--- config.mk ---
export PLATFORM = sky130hd
export DESIGN_NAME = dmc_dma_ctrl
export DESIGN_NICKNAME = d
export VERILOG_FILES = /design/src/dmc_pkg.sv /design/src/dmc_byte_counter.sv /design/src/dmc_ch0_pacer.sv /design/src/dmc_dma_ctrl.sv
export SDC_FILE = /design/constraint.sdc
export NUM_CORES = 1
export LEC_CHECK = 0
export ABC_AREA = 1
export ABC_CLOCK_PERIOD_IN_PS = 1720
export BUFFER_PORTS_ARGS = -buffer_cell sky130_fd_sc_hd__buf_4
export CAP_MARGIN = 10
export CELL_PAD_IN_SITES_DETAIL_PLACEMENT = 1
export CELL_PAD_IN_SITES_GLOBAL_PLACEMENT = 1
export CORE_ASPECT_RATIO = 1.2
export CORE_UTILIZATION = 39
export DETAILED_ROUTE_END_ITERATION = 7
export PLACE_DENSITY_LB_ADDON = 0.1
export SETUP_SLACK_MARGIN = 0.2
export SYNTH_ARGS = -nofsm -noshare
export SYNTH_HDL_FRONTEND = slang
export SYNTH_SLANG_ARGS = --single-unit
--- constraint.sdc ---
create_clock -name aclk -period 1.72 [get_ports aclk]
set_input_delay 0 -clock aclk [delete_from_list [all_inputs] [get_ports aclk]]
set_output_delay 0 -clock aclk [all_outputs]
set_load 0.1 [all_outputs]
--- src/dmc_pkg.sv ---
package dmc_pkg;

    // ------------------------------------------------------------------
    // Register map (indices; byte address is four times the index)
    // ------------------------------------------------------------------
    localparam logic [7:0] IDX_STATUS = 8'h30;
    localparam logic [7:0] IDX_MODE = 8'h31;
    localparam logic [7:0] IDX_CH0_COUNT = 8'h26;
    localparam logic [7:0] IDX_CH1_COUNT = 8'h2E;
    localparam int ADDR_W = 12;

    // ------------------------------------------------------------------
    // Status register fields
    // ------------------------------------------------------------------
    localparam int ST_CH1_RUN = 7;
    localparam int ST_CH0_RUN = 6;
    localparam int ST_CH1_GATE = 5;
    localparam int ST_CH0_GATE = 4;
    localparam int ST_CH1_IRQ = 3;
    localparam int ST_CH0_IRQ = 2;
    localparam int ST_MASTER = 0;

    // ------------------------------------------------------------------
    // Mode register fields
    // ------------------------------------------------------------------
    localparam int MD_DEST_HI = 5;
    localparam int MD_DEST_LO = 4;
    localparam int MD_SRC_HI = 3;
    localparam int MD_SRC_LO = 2;
    localparam int MD_TIMING = 1;
    localparam logic [1:0] SEL_IO_FIXED = 2'h3;
    localparam logic [7:0] MODE_RESET = 8'h00;

    // ------------------------------------------------------------------
    // Timing and bus answers
    // ------------------------------------------------------------------
    localparam int XFER_CYCLES = 6;
    localparam int COUNT_W = 16;
    localparam logic [1:0] RESP_OKAY = 2'h0;
    localparam logic [1:0] RESP_SLVERR = 2'h2;

    // Address mode of one side of a channel 0 transfer
    typedef enum logic [1:0]
    {
        DMC_MEM_INC = 2'h0,
        DMC_MEM_DEC = 2'h1,
        DMC_MEM_FIX = 2'h2,
        DMC_IO_FIX = 2'h3
    } dmc_sel_t;

    // Channel 0 mode settings as a carrier
    typedef struct packed
    {
        dmc_sel_t dest;
        dmc_sel_t src;
        logic burst;
    } dmc_mode_t;

endpackage

--- src/dmc_byte_counter.sv ---
`timescale 1ns/1ps
module dmc_byte_counter #(
    parameter int WIDTH = 16
)
(
    input wire logic aclk,
    input wire logic aresetn,
    input wire logic load,
    input wire logic [WIDTH-1:0] load_val,
    input wire logic dec,
    output logic [WIDTH-1:0] count,
    output logic zero,
    output logic last
);

    // ------------------------------------------------------------------
    // Parameter check
    // ------------------------------------------------------------------
    if (WIDTH < 2 || WIDTH > 32)
    begin : g_bad_width
        $error("dmc_byte_counter: WIDTH must be 2 to 32");
    end

    logic [WIDTH-1:0] count_reg;

    // Load from software, else count one byte down per transfer
    always_ff @(posedge aclk)
    begin
        if (!aresetn)
            count_reg <= '0;
        else if (load)
            count_reg <= load_val;
        else if (dec && count_reg != '0)
            count_reg <= count_reg - WIDTH'(1);
    end

    // Status views of the count
    assign count = count_reg;
    assign zero = (count_reg == '0);
    assign last = (count_reg == WIDTH'(1));

endmodule

--- src/dmc_ch0_pacer.sv ---
`timescale 1ns/1ps
module dmc_ch0_pacer
(
    input wire logic aclk,
    input wire logic aresetn,
    input wire logic tick,
    input wire logic run,
    input wire dmc_pkg::dmc_mode_t mode,
    input wire logic ext_request,
    input wire logic count_zero,
    output logic step,
    output logic hold
);

    logic mem_to_mem;
    logic blocked;
    logic give_back_reg;

    // Reserved pairs (both sides fixed memory or I/O) never run
    assign blocked = mode.dest[1] && mode.src[1];
    assign mem_to_mem = (mode.dest != dmc_pkg::DMC_IO_FIX) &&
                        (mode.src != dmc_pkg::DMC_IO_FIX);

    // Memory pairs pace themselves; I/O pairs wait for the request pin
    always_comb
    begin
        step = 1'b0;
        if (tick && run && !count_zero && !blocked)
        begin
            if (mem_to_mem)
                step = !give_back_reg;
            else
                step = ext_request;
        end
    end

    // Burst holds the bus throughout; cycle steal frees one slot per byte
    assign hold = run && !count_zero && !blocked &&
                  (mem_to_mem ? !give_back_reg : step);

    // Cycle steal: a byte is followed by one transfer slot for the CPU
    always_ff @(posedge aclk)
    begin
        if (!aresetn)
            give_back_reg <= 1'b0;
        else if (step && !mode.burst && mem_to_mem)
            give_back_reg <= 1'b1;
        else if (tick)
            give_back_reg <= 1'b0;
    end

endmodule

--- src/dmc_dma_ctrl.sv ---
// Function
// - Channel 0 runs only with own and master enable
// - Channel 1 runs only with own and master enable
// - Channel 0 count reaching zero clears its enable
// - Channel 0 off with irq enable raises request
// - Channel 0 enable written only with gate zero
// - Channel 1 enable written only with gate zero
// - Gate bits store nothing, always read one
// - Writing channel 0 enable one sets master
// - Writing channel 0 enable zero stops channel
// - Reset clears channel 0 enable
// - Channel 1 irq enable gates its request
// - Channel 0 irq enable gates its request
// - Non-maskable interrupt clears master enable
// - Master ignores writes; channel enable write resumes
// - Reset clears master enable
// - Bits 5:4 select channel 0 destination mode
// - Write-only bits 3:2 select source mode
// - Mode codes fixed; pairs with both sides fixed memory or I/O reserved
// - Memory pairs self-paced, bit 1 picks timing
// - Burst holds bus until count is zero
// - Cycle steal returns one cycle per byte
// - I/O pairs paced by request pin
//
// The AXI4-Lite slave port is this design's own decision.
`timescale 1ns/1ps
module dmc_dma_ctrl #(
    parameter int COUNT_W = dmc_pkg::COUNT_W
)
(
    input wire logic aclk,
    input wire logic aresetn,
    input wire logic [dmc_pkg::ADDR_W-1:0] s_axi_awaddr,
    input wire logic s_axi_awvalid,
    output logic s_axi_awready,
    input wire logic [31:0] s_axi_wdata,
    input wire logic [3:0] s_axi_wstrb,
    input wire logic s_axi_wvalid,
    output logic s_axi_wready,
    output logic [1:0] s_axi_bresp,
    output logic s_axi_bvalid,
    input wire logic s_axi_bready,
    input wire logic [dmc_pkg::ADDR_W-1:0] s_axi_araddr,
    input wire logic s_axi_arvalid,
    output logic s_axi_arready,
    output logic [31:0] s_axi_rdata,
    output logic [1:0] s_axi_rresp,
    output logic s_axi_rvalid,
    input wire logic s_axi_rready,
    input wire logic nmi,
    input wire logic ch0_ext_request,
    input wire logic ch1_ext_request,
    output logic dma_irq,
    output logic ch0_bus_hold,
    output logic ch0_xfer,
    output logic ch1_xfer
);

    // ------------------------------------------------------------------
    // Parameter check
    // ------------------------------------------------------------------
    if (COUNT_W < 2 || COUNT_W > 32)
    begin : g_bad_count
        $error("dmc_dma_ctrl: COUNT_W must be 2 to 32");
    end

    // Word index of a byte address
    function automatic logic [7:0] word_idx(
        input logic [dmc_pkg::ADDR_W-1:0] a);
        word_idx = a[9:2];
    endfunction

    logic aw_held_reg;
    logic w_held_reg;
    logic [dmc_pkg::ADDR_W-1:0] awaddr_reg;
    logic [31:0] wdata_reg;
    logic [3:0] wstrb_reg;
    logic do_write;
    logic wr_status;
    logic wr_mode;
    logic wr_cnt0;
    logic wr_cnt1;
    logic wr_hit;
    logic ch0_run_enable;
    logic ch1_run_enable;
    logic ch0_end_irq_enable;
    logic ch1_end_irq_enable;
    logic master_dma_enable;
    logic nmi_prev_reg;
    logic nmi_edge;
    logic ch0_sw_write;
    logic ch1_sw_write;
    dmc_pkg::dmc_mode_t mode_reg;
    logic [7:0] status_view;
    logic [7:0] mode_view;
    logic [2:0] tick_cnt_reg;
    logic tick;
    logic step0;
    logic step1;
    logic hold0;
    logic zero0;
    logic zero1;
    logic last0;
    logic last1;
    logic done0;
    logic done1;
    logic [COUNT_W-1:0] count0;
    logic [COUNT_W-1:0] count1;

    // ------------------------------------------------------------------
    // Bus slave: write path
    // ------------------------------------------------------------------

    // Address and data are caught in either order, then applied together
    always_ff @(posedge aclk)
    begin
        if (!aresetn)
        begin
            aw_held_reg <= 1'b0;
            w_held_reg <= 1'b0;
            awaddr_reg <= '0;
            wdata_reg <= 32'h00000000;
            wstrb_reg <= 4'h0;
        end
        else if (do_write)
        begin
            aw_held_reg <= 1'b0;
            w_held_reg <= 1'b0;
        end
        else
        begin
            if (s_axi_awvalid && s_axi_awready)
            begin
                aw_held_reg <= 1'b1;
                awaddr_reg <= s_axi_awaddr;
            end
            if (s_axi_wvalid && s_axi_wready)
            begin
                w_held_reg <= 1'b1;
                wdata_reg <= s_axi_wdata;
                wstrb_reg <= s_axi_wstrb;
            end
        end
    end

    assign s_axi_awready = !aw_held_reg && !s_axi_bvalid && aresetn;
    assign s_axi_wready = !w_held_reg && !s_axi_bvalid && aresetn;
    assign do_write = aw_held_reg && w_held_reg && !s_axi_bvalid;

    // Decode of the applied write; status and mode need byte lane 0, counts ignore the strobes
    assign wr_status = do_write && wstrb_reg[0] &&
                       word_idx(awaddr_reg) == dmc_pkg::IDX_STATUS;
    assign wr_mode = do_write && wstrb_reg[0] &&
                     word_idx(awaddr_reg) == dmc_pkg::IDX_MODE;
    assign wr_cnt0 = do_write && word_idx(awaddr_reg) ==
                     dmc_pkg::IDX_CH0_COUNT;
    assign wr_cnt1 = do_write && word_idx(awaddr_reg) ==
                     dmc_pkg::IDX_CH1_COUNT;
    assign wr_hit = awaddr_reg[dmc_pkg::ADDR_W-1:10] == '0 &&
                    (word_idx(awaddr_reg) == dmc_pkg::IDX_STATUS ||
                     word_idx(awaddr_reg) == dmc_pkg::IDX_MODE ||
                     word_idx(awaddr_reg) == dmc_pkg::IDX_CH0_COUNT ||
                     word_idx(awaddr_reg) == dmc_pkg::IDX_CH1_COUNT);

    // Write response, error for an unmapped address
    always_ff @(posedge aclk)
    begin
        if (!aresetn)
        begin
            s_axi_bvalid <= 1'b0;
            s_axi_bresp <= dmc_pkg::RESP_OKAY;
        end
        else if (do_write)
        begin
            s_axi_bvalid <= 1'b1;
            s_axi_bresp <= wr_hit ? dmc_pkg::RESP_OKAY : dmc_pkg::RESP_SLVERR;
        end
        else if (s_axi_bready)
            s_axi_bvalid <= 1'b0;
    end

    // ------------------------------------------------------------------
    // Enable, gate and interrupt-enable bits
    // ------------------------------------------------------------------

    // Software changes a channel enable only when its gate bit is written as zero
    assign ch0_sw_write = wr_status && !wdata_reg[dmc_pkg::ST_CH0_GATE];
    assign ch1_sw_write = wr_status && !wdata_reg[dmc_pkg::ST_CH1_GATE];
    assign nmi_edge = nmi && !nmi_prev_reg;

    // Channel enables: software write wins over end of count
    always_ff @(posedge aclk)
    begin
        if (!aresetn)
        begin
            ch0_run_enable <= 1'b0;
            ch1_run_enable <= 1'b0;
        end
        else
        begin
            if (ch0_sw_write)
                ch0_run_enable <= wdata_reg[dmc_pkg::ST_CH0_RUN];
            else if (done0)
                ch0_run_enable <= 1'b0;
            if (ch1_sw_write)
                ch1_run_enable <= wdata_reg[dmc_pkg::ST_CH1_RUN];
            else if (done1)
                ch1_run_enable <= 1'b0;
        end
    end

    // Master enable: cleared by NMI, set only through a channel enable
    always_ff @(posedge aclk)
    begin
        if (!aresetn)
        begin
            master_dma_enable <= 1'b0;
            nmi_prev_reg <= 1'b0;
        end
        else
        begin
            nmi_prev_reg <= nmi;
            if (nmi_edge)
                master_dma_enable <= 1'b0;
            else if ((ch0_sw_write && wdata_reg[dmc_pkg::ST_CH0_RUN]) ||
                     (ch1_sw_write && wdata_reg[dmc_pkg::ST_CH1_RUN]))
                master_dma_enable <= 1'b1;
        end
    end

    // Termination interrupt enables and channel 0 mode fields
    always_ff @(posedge aclk)
    begin
        if (!aresetn)
        begin
            ch0_end_irq_enable <= 1'b0;
            ch1_end_irq_enable <= 1'b0;
            mode_reg <= dmc_pkg::dmc_mode_t'(5'h00);
        end
        else
        begin
            if (wr_status)
            begin
                ch0_end_irq_enable <= wdata_reg[dmc_pkg::ST_CH0_IRQ];
                ch1_end_irq_enable <= wdata_reg[dmc_pkg::ST_CH1_IRQ];
            end
            if (wr_mode)
            begin
                mode_reg.dest <= dmc_pkg::dmc_sel_t'(
                    wdata_reg[dmc_pkg::MD_DEST_HI:dmc_pkg::MD_DEST_LO]);
                mode_reg.src <= dmc_pkg::dmc_sel_t'(
                    wdata_reg[dmc_pkg::MD_SRC_HI:dmc_pkg::MD_SRC_LO]);
                mode_reg.burst <= wdata_reg[dmc_pkg::MD_TIMING];
            end
        end
    end

    // Interrupt request is a level: channel stopped and its enable set
    always_ff @(posedge aclk)
    begin
        if (!aresetn)
            dma_irq <= 1'b0;
        else
            dma_irq <= (!ch0_run_enable && ch0_end_irq_enable) ||
                       (!ch1_run_enable && ch1_end_irq_enable);
    end

    // ------------------------------------------------------------------
    // Bus slave: read path
    // ------------------------------------------------------------------

    // Gate bits always read one; source field does not read back
    assign status_view = {ch1_run_enable, ch0_run_enable, 2'h3,
                          ch1_end_irq_enable, ch0_end_irq_enable, 1'b0,
                          master_dma_enable};
    assign mode_view = {2'h0, mode_reg.dest, 2'h0, mode_reg.burst, 1'b0};

    // Read answer one cycle after the address is taken
    always_ff @(posedge aclk)
    begin
        if (!aresetn)
        begin
            s_axi_rvalid <= 1'b0;
            s_axi_rdata <= 32'h00000000;
            s_axi_rresp <= dmc_pkg::RESP_OKAY;
        end
        else if (s_axi_arvalid && s_axi_arready)
        begin
            s_axi_rvalid <= 1'b1;
            s_axi_rresp <= dmc_pkg::RESP_OKAY;
            s_axi_rdata <= 32'h00000000;
            if (s_axi_araddr[dmc_pkg::ADDR_W-1:10] != '0)
                s_axi_rresp <= dmc_pkg::RESP_SLVERR;
            else if (word_idx(s_axi_araddr) == dmc_pkg::IDX_STATUS)
                s_axi_rdata <= {24'h000000, status_view};
            else if (word_idx(s_axi_araddr) == dmc_pkg::IDX_MODE)
                s_axi_rdata <= {24'h000000, mode_view};
            else if (word_idx(s_axi_araddr) == dmc_pkg::IDX_CH0_COUNT)
                s_axi_rdata <= 32'(count0);
            else if (word_idx(s_axi_araddr) == dmc_pkg::IDX_CH1_COUNT)
                s_axi_rdata <= 32'(count1);
            else
                s_axi_rresp <= dmc_pkg::RESP_SLVERR;
        end
        else if (s_axi_rready)
            s_axi_rvalid <= 1'b0;
    end

    assign s_axi_arready = !s_axi_rvalid && aresetn;

    // ------------------------------------------------------------------
    // Transfer engine
    // ------------------------------------------------------------------

    // One transfer slot every few clocks
    always_ff @(posedge aclk)
    begin
        if (!aresetn)
            tick_cnt_reg <= 3'h0;
        else if (tick)
            tick_cnt_reg <= 3'h0;
        else
            tick_cnt_reg <= tick_cnt_reg + 3'h1;
    end

    assign tick = (tick_cnt_reg == 3'(dmc_pkg::XFER_CYCLES - 1));

    // Channel 0 pacing, gated by both enables
    dmc_ch0_pacer u_pacer
    (
        .aclk(aclk),
        .aresetn(aresetn),
        .tick(tick),
        .run(ch0_run_enable && master_dma_enable),
        .mode(mode_reg),
        .ext_request(ch0_ext_request),
        .count_zero(zero0),
        .step(step0),
        .hold(hold0)
    );

    // Channel 1 uses slots that channel 0 leaves free
    assign step1 = tick && ch1_run_enable && master_dma_enable &&
                   ch1_ext_request && !zero1 && !step0;
    assign done0 = step0 && last0;
    assign done1 = step1 && last1;

    dmc_byte_counter #(.WIDTH(COUNT_W)) u_cnt0
    (
        .aclk(aclk),
        .aresetn(aresetn),
        .load(wr_cnt0),
        .load_val(wdata_reg[COUNT_W-1:0]),
        .dec(step0),
        .count(count0),
        .zero(zero0),
        .last(last0)
    );

    dmc_byte_counter #(.WIDTH(COUNT_W)) u_cnt1
    (
        .aclk(aclk),
        .aresetn(aresetn),
        .load(wr_cnt1),
        .load_val(wdata_reg[COUNT_W-1:0]),
        .dec(step1),
        .count(count1),
        .zero(zero1),
        .last(last1)
    );

    // Registered transfer strobes and bus hold
    always_ff @(posedge aclk)
    begin
        if (!aresetn)
        begin
            ch0_xfer <= 1'b0;
            ch1_xfer <= 1'b0;
            ch0_bus_hold <= 1'b0;
        end
        else
        begin
            ch0_xfer <= step0;
            ch1_xfer <= step1;
            ch0_bus_hold <= hold0;
        end
    end
endmodule

==> impl_metrics.yaml, run 1 <==
status:
  outcome: "finished, violations left"
  violations: "design-rule violations, negative hold slack"
cts:
  insertion_delay_ps: 370
  cts_made_buffers: 9
  cts-htree-levels: 3
  cts_tree: "built"
  clockBufferDepth: 2
  cts_root_buf: "clkbuf_16"
  cts.clk_slew.worst_paths_ps: 80
  clock-sinks: 100
floorplan:
  core_area_mm2: 0.0139
  start_util_pct: 40.2
  io_pins: 115
  dieHeight_um: 133
  die_w_um: 111
  rows: 47
  die_area_mm2: 0.0149
global_route:
  grt_pass1_vias: 6669
  grt_overflow: 0
  grt_max_degree: 37
  grt_pass1_wl_mm: 34.8
  antenna_found_initial: 0
  track_usage_pct: 30.6
power_and_ir_drop:
  clkPwrFrac_pct: 38.6
  ir_drop_mv: 0.630
  p_sw_uw: 1590
  p_int_uw: 3600
  p_sw_share_pct: 30.7
  sequentialPowerShare_pct: 46.7
  finalPower_uw: 5190
  p_comb_share_pct: 14.7
  p_leak_uw: 0.00354
  pwr_density_cell_mw_per_mm2: 656
critical_path:
  reg2reg_depth: 10
  slowest_stage: "dfxtp_2"
  crit_buf_inv: 2
  cp-startpoint: "u_cnt0.count[0]"
  rr_endpoint: "u_cnt0.count[7]"
  worstSetupPathType: "flop to flop"
  r2r_slack_ps: 40
  cp-start-kind: "flop"
  slowest_delay_ps: 340
  endpoint: "u_cnt0.count[7]"
  cp_max_fo: 6
  required_ps: 1980
  path_cells: "inv_2 > ha_1 > nand2_1 > nor2_2 > nand2_2 > nand3_4 > buf_6 > nand2_8 > o21ai_1 > nor2_1"
  critPathCaptureType: "flop"
  r2r-start: "u_cnt0.count[0]"
  worstPathArrival_ps: 1940
  critPathTopFamily: "simple AND/OR/NAND/NOR gates"
  path_depth: 10
hold_path:
  hold_class: "input port to flop"
route:
  wire_per_inst_um: 19.2
  drc: 8
  drt-vias-per-instance: 5.33
  wl_mm: 22.9
  ant_nets: 0
  drt_iter0_drc: 355
  first_pass_iters: 6
  via_count: 6359
sta:
  fmax_mhz: 594
  rsz0062_at_grt: "true"
  skew_ps: 7.10
  tns_ps: 0
  setup_violations: 0
  slew_viol_final: 0
  whs_ps: -3.03
  fin_crit_sh_pct: 97.8
  finalHoldViolCount: 1
  min_period_ps: 1680
synth:
  syn_inst: 834
  seq_area_frac_synth_pct: 35.7
  yosys_most_used_dff: "dfxtp_1"
  yosysWarnings: 0
  async_flop_share_pct: 0
  synth-edff-count: 0
  synth-seq-cells: 100
  synth.distinct_cells: 41
  avgSynthCellArea_um2: 6.72
  syn_area_mm2: 0.00561
final_layout:
  diodes: 0
  final_common_cell: "nand2_1"
  layout_common_cells: "nand2_1 (212), buf_4 (148), dfxtp_1 (86), nand3_1 (71), nor2_1 (70)"
  area_growth_pct: 41.2
  multi_input_area_mm2: 0.00342
  regArea_mm2: 0.00203
  fin_nets: 1094
  layout-drive-gt1-share_pct: 30.0
  nFillCells: 1791
  instances_no_fill: 1192
job:
  drv_cap: 0
place:
  dp.cells: 1112
  placement.io_buffers: 73
  hpwl_mm: 15.5
  routabilityCongestion: 0.863
## cells in the mapped netlist (2+ instances only)
| master | instances | area share [%] |
|---|---|---|
| nand3_1 | 83 | 7.4 |
| dfxtp_1 | 100 | 36 |
| o211ai_1 | 2 | 0.27 |
| nand2_2 | 13 | 1.5 |
| clkbuf_1 | 9 | 0.60 |
| xnor2_1 | 2 | 0.31 |
| nand3b_1 | 3 | 0.40 |
| nor3_2 | 2 | 0.36 |
| o21ai_0 | 54 | 4.8 |
| inv_2 | 7 | 0.47 |
| nor3_4 | 2 | 0.58 |
| ha_1 | 8 | 1.8 |
| xor2_1 | 7 | 1.1 |
| a21oi_1 | 68 | 6.1 |
| nor2_1 | 81 | 5.4 |
| buf_1 | 2 | 0.13 |
| nor2_4 | 5 | 1.0 |
| buf_4 | 22 | 2.9 |
| o21ai_1 | 8 | 0.71 |
| nor2_2 | 5 | 0.56 |
| buf_6 | 3 | 0.60 |
| nand3_2 | 3 | 0.54 |
| nand4_1 | 10 | 1.1 |
| nand2_1 | 222 | 15 |
| nand2_8 | 2 | 0.71 |
| a21oi_2 | 9 | 1.4 |
| nor3_1 | 8 | 0.71 |
| inv_1 | 69 | 4.6 |
| nand3_4 | 2 | 0.62 |
| a31oi_1 | 5 | 0.56 |
| buf_2 | 8 | 0.71 |
## logic make-up after synthesis
group | Yosys count | synth area share (%)
xor gates and xnor gates | 9 | 1.41
buffers and inverters | 122 | 10.5
AOI/OAI and AO/OA | 149 | 14.2
adders and majority gates | 8 | 1.79
other | 1 | 0.0669
DFF | 100 | 35.7
and+or+nand+nor | 445 | 36.3
## worst min-delay path, stage by stage
cell	delay (ps)
buf_4	100
nand2_4	120
o21ai_0	100
## repair_timing
action / CTS / global route
pin swaps: 16 / 20
endpoints found under the hold margin: 31 / 0
resized for setup: 52 / 59
endpoints found under the setup margin: 36 / 56
setup buffers: 18 / 9
cloned: 4 / 1
hold buffers: 32 / 0
## layer usage
layer,GRT usage [%],vias up,routed length [µm]
met4,13.4,0,783
li1,-,3049,-
met2,55.9,173,12000
met3,4.78,59,870
met1,35.2,3078,9260
met5,0,-,0
## worst min path at each step
stage | startpoint | to | slack, ps | depth (start not counted)
6_report | s_axi_arvalid | s_axi_rvalid | -3 | 3
4_1_cts | s_axi_arvalid | s_axi_rvalid | 6 | 3
5_1_grt | s_axi_arvalid | s_axi_rvalid | 10 | 3
2_1_floorplan | nmi | nmi_prev_reg | 100 | 2
3_5_place_dp | nmi | nmi_prev_reg | 210 | 3
3_3_place_gp | s_axi_rready | s_axi_rvalid | 180 | 2
## metrics by stage
step	util (%)	area, µm²	worst slack, ps
after floorplan	-	5760	-342
after global placement	47.9	6680	64.1
after detailed placement	47.9	6680	5.76
after CTS	54.8	7640	122
after global routing	56.8	7910	-35.6
final	56.8	7910	37.8
## power by group through the flow
stage | logic, µW | registers (µW) | clock network (µW)
floorplan | 460 | 2500 | 0
global placement | 640 | 2470 | 0
detailed placement | 657 | 2470 | 0
CTS | 732 | 2420 | 2020
global route | 799 | 2430 | 2140
finish | 761 | 2430 | 2000
## cell type report
class / count / share of cell area [%]
inverters: 77 / 3.89
multi-input cells: 632 / 43.2
repair buffers: 196 / 21.2
clock inverters: 6 / 0.569
flip-flops and latches: 100 / 25.6
clock buffers: 10 / 2.89
well taps: 171 / 2.70
(Power assumes the default switching activity.)
==> run 2, diff against run 1 <==
--- a/config.mk
+++ b/config.mk
@@ -5,7 +5,6 @@
 export SDC_FILE = /design/constraint.sdc
 export NUM_CORES = 1
 export LEC_CHECK = 0
-export ABC_AREA = 1
 export ABC_CLOCK_PERIOD_IN_PS = 1720
 export BUFFER_PORTS_ARGS = -buffer_cell sky130_fd_sc_hd__buf_4
 export CAP_MARGIN = 10
@@ -15,6 +14,7 @@
 export CORE_UTILIZATION = 39
 export DETAILED_ROUTE_END_ITERATION = 7
 export PLACE_DENSITY_LB_ADDON = 0.1
+export RECOVER_POWER = 100
 export SETUP_SLACK_MARGIN = 0.2
 export SYNTH_ARGS = -nofsm -noshare
 export SYNTH_HDL_FRONTEND = slang
==> run 2 against run 1 <==
  * The run ends with negative setup slack left
  * Via count fell by 21%
  * First-iteration DRC count down 40%
  * Non-clock buffer count up 15
  * Synthesized cell count is 31% lower
  * Clock power grew 12%
  * Sequential cell count unchanged
==> impl_metrics.yaml, run 2 <==
cts:
  insertion_delay_ps: 360
  cts-htree-levels: 3
  cts.clk_slew.worst_paths_ps: 70
  cts_tree: "built"
  clock-sinks: 100
  cts_root_buf: "clkbuf_16"
  cts_made_buffers: 9
  clockBufferDepth: 2
final_layout:
  area_growth_pct: 49.6
  layout_common_cells: "buf_4 (130), dfxtp_1 (96), nand2_1 (83), a21oi_1 (51), nor2_1 (49)"
  layout-drive-gt1-share_pct: 34.1
  diodes: 0
  fin_nets: 852
  final_common_cell: "buf_4"
  post-route-util_pct: 60.8
floorplan:
  core_area_mm2: 0.0117
  rows: 43
  die_w_um: 103
  die_area_mm2: 0.0127
  start_util_pct: 40.7
  dieHeight_um: 123
  io_pins: 115
synth:
  syn_inst: 578
  avgSynthCellArea_um2: 8.25
  synth-edff-count: 0
  async_flop_share_pct: 0
  synthXorXnorAreaFrac_pct: 4.96
  syn_area_mm2: 0.00477
  yosys_most_used_dff: "dfxtp_1"
  synth_area_leaders: "dfxtp_1 (42%), nand2_1 (6.5%), a21oi_1 (5.9%)"
  synthAdderAreaFrac_pct: 2.10
  synth-seq-cells: 100
  yosysWarnings: 0
  synth_compound_area_share_pct: 15.2
  seq_area_frac_synth_pct: 42.0
  synth_top_area_share_pct: 42.0
  synth_mux_area_share_pct: 5.38
  synth_top_family_by_area: "simple AND/OR/NAND/NOR gates"
  synth-simple-area-share_pct: 24.0
  synth_common_cells: "dfxtp_1 (100), nand2_1 (83), nor2_1 (65)"
  yosysMostFrequentCell: "dfxtp_1"
  synth.distinct_cells: 61
  synth_area_leader_cell: "dfxtp_1"
route:
  drc: 0
  first_pass_iters: 5
  ant_nets: 0
  drt-vias-per-instance: 5.34
  via_count: 4994
  wire_per_inst_um: 19.9
  drt_iter0_drc: 214
  wl_mm: 18.6
global_route:
  grt_overflow: 0
  track_usage_pct: 30.2
  antenna_found_initial: 0
  grt_max_degree: 26
  grt_pass1_vias: 5575
  grt_pass1_wl_mm: 28.4
sta:
  fin_crit_sh_pct: 140
  whs_ps: 13.6
  fin_ws_ps: -690
  fmax_mhz: 415
  rsz0062_at_grt: "true"
  skew_ps: 6.85
  slew_headroom_pct: 59.1
  setup_violations: 41
  worstMarginPinSlew_ps: 614
  tns_ps: -21470
  slew_viol_final: 0
  min_period_ps: 2410
  finalHoldViolCount: 0
place:
  preCtsSetupSlack_ps: -642
  hpwl_mm: 12.3
  placement.io_buffers: 73
  routabilityCongestion: 0.897
power_and_ir_drop:
  ir_drop_mv: 0.467
  p_leak_uw: 0.00297
  pwr_density_cell_mw_per_mm2: 749
status:
  violations: "negative setup slack"
  outcome: "finished, violations left"
hold_path:
  hold_class: "input port to flop"
critical_path:
  cp-start-kind: "flop"
  cp_max_fo: 5
  worstSetupPathType: "flop to flop"
  required_ps: 1990
  worstPathArrival_ps: 2680
  critPathCaptureType: "flop"
job:
  drv_cap: 0
==> run 2: cell types whose count changed in the layout (fill, tap and decap cells not counted), sizes merged, moves of 21 or more <==
cell | previous run | this run
a21oi | 77 | 56
nor2 | 91 | 66
nand2 | 241 | 83
clkbuf | 10 | 43
nand3 | 88 | 8
inv | 80 | 17
o21ai | 62 | 35
mux2i | 0 | 23
==> run 2: critical path: stages, from the launching register on <==
cell and delay, ps:
dfxtp_2 320, or4_4 530, or4_4 490, o211ai_4 250, buf_6 140, buf_6 110, nand4_1 120, xor2_1 190
a21oi_1 170
==> run 2: worst paths after layout <==
kind | from | end | slack [ps] | cells after the start
setup / recovery | u_cnt0.count[5] | u_cnt1.count[7] | -690 | 8
hold / removal | aresetn | master_dma_enable | 10 | 3
setup reg to reg | u_cnt0.count[5] | u_cnt1.count[7] | -690 | 8
hold reg to reg | awaddr_reg[8] | awaddr_reg[8] | 460 | 2
==> run 2: logic make-up after synthesis <==
family / Yosys count
AOI/OAI and AO/OA: 123
xor gates and xnor gates: 27
adders and majority gates: 8
buffers and inverters: 58
DFF: 100
muxes: 25
other: 1
and+or+nand+nor: 236
==> run 2: metal layers <==
layer  global-route usage (%)  share of wire, %  wire [µm]
met1                     32.3                39       7230
met2                     56.4                53       9780
met3                     5.09               3.6        662
met4                     15.2               5.1        940
met5                        0                 0          0
==> run 2: layout make-up <==
type                            instances  area, µm²
Clock buffer                            9        225
Clock inverter                          7       96.3
Fill cell                            1430       4590
Inverter                               14       52.6
Multi-Input combinational cell        438       2910
Sequential cell                       100       2010
Tap cell                              157        196
Timing Repair Buffer                  211       1640
==> run 2: where the power goes <==
part	internal [µW]	switching, µW	leakage (µW)
clock	1280	942	0.000157
combinational	227	485	0.00200
sequential	2360	47.3	0.000812
==> run 2: per-stage QoR <==
step | std cells | cell area, µm² | total power [µW]
finish | 936 | 7140 | 5350
global route | 936 | 7140 | 5500
floorplan | 595 | 5000 | 2920
global placement | 875 | 6170 | 3090
CTS | 932 | 7080 | 5370
detailed placement | 875 | 6170 | 3110
==> run 2: timing repair <==
| item | 4_1_cts | 5_1_grt |
|---|---|---|
| buffers inserted | 9 | 3 |
| endpoints found under the hold margin | 34 | 0 |
| pin swaps | 18 | 22 |
| resized for setup | 45 | 40 |
| hold buffers | 32 | 0 |
| gates cloned | 0 | 1 |
| endpoints found under the setup margin | 58 | 60 |
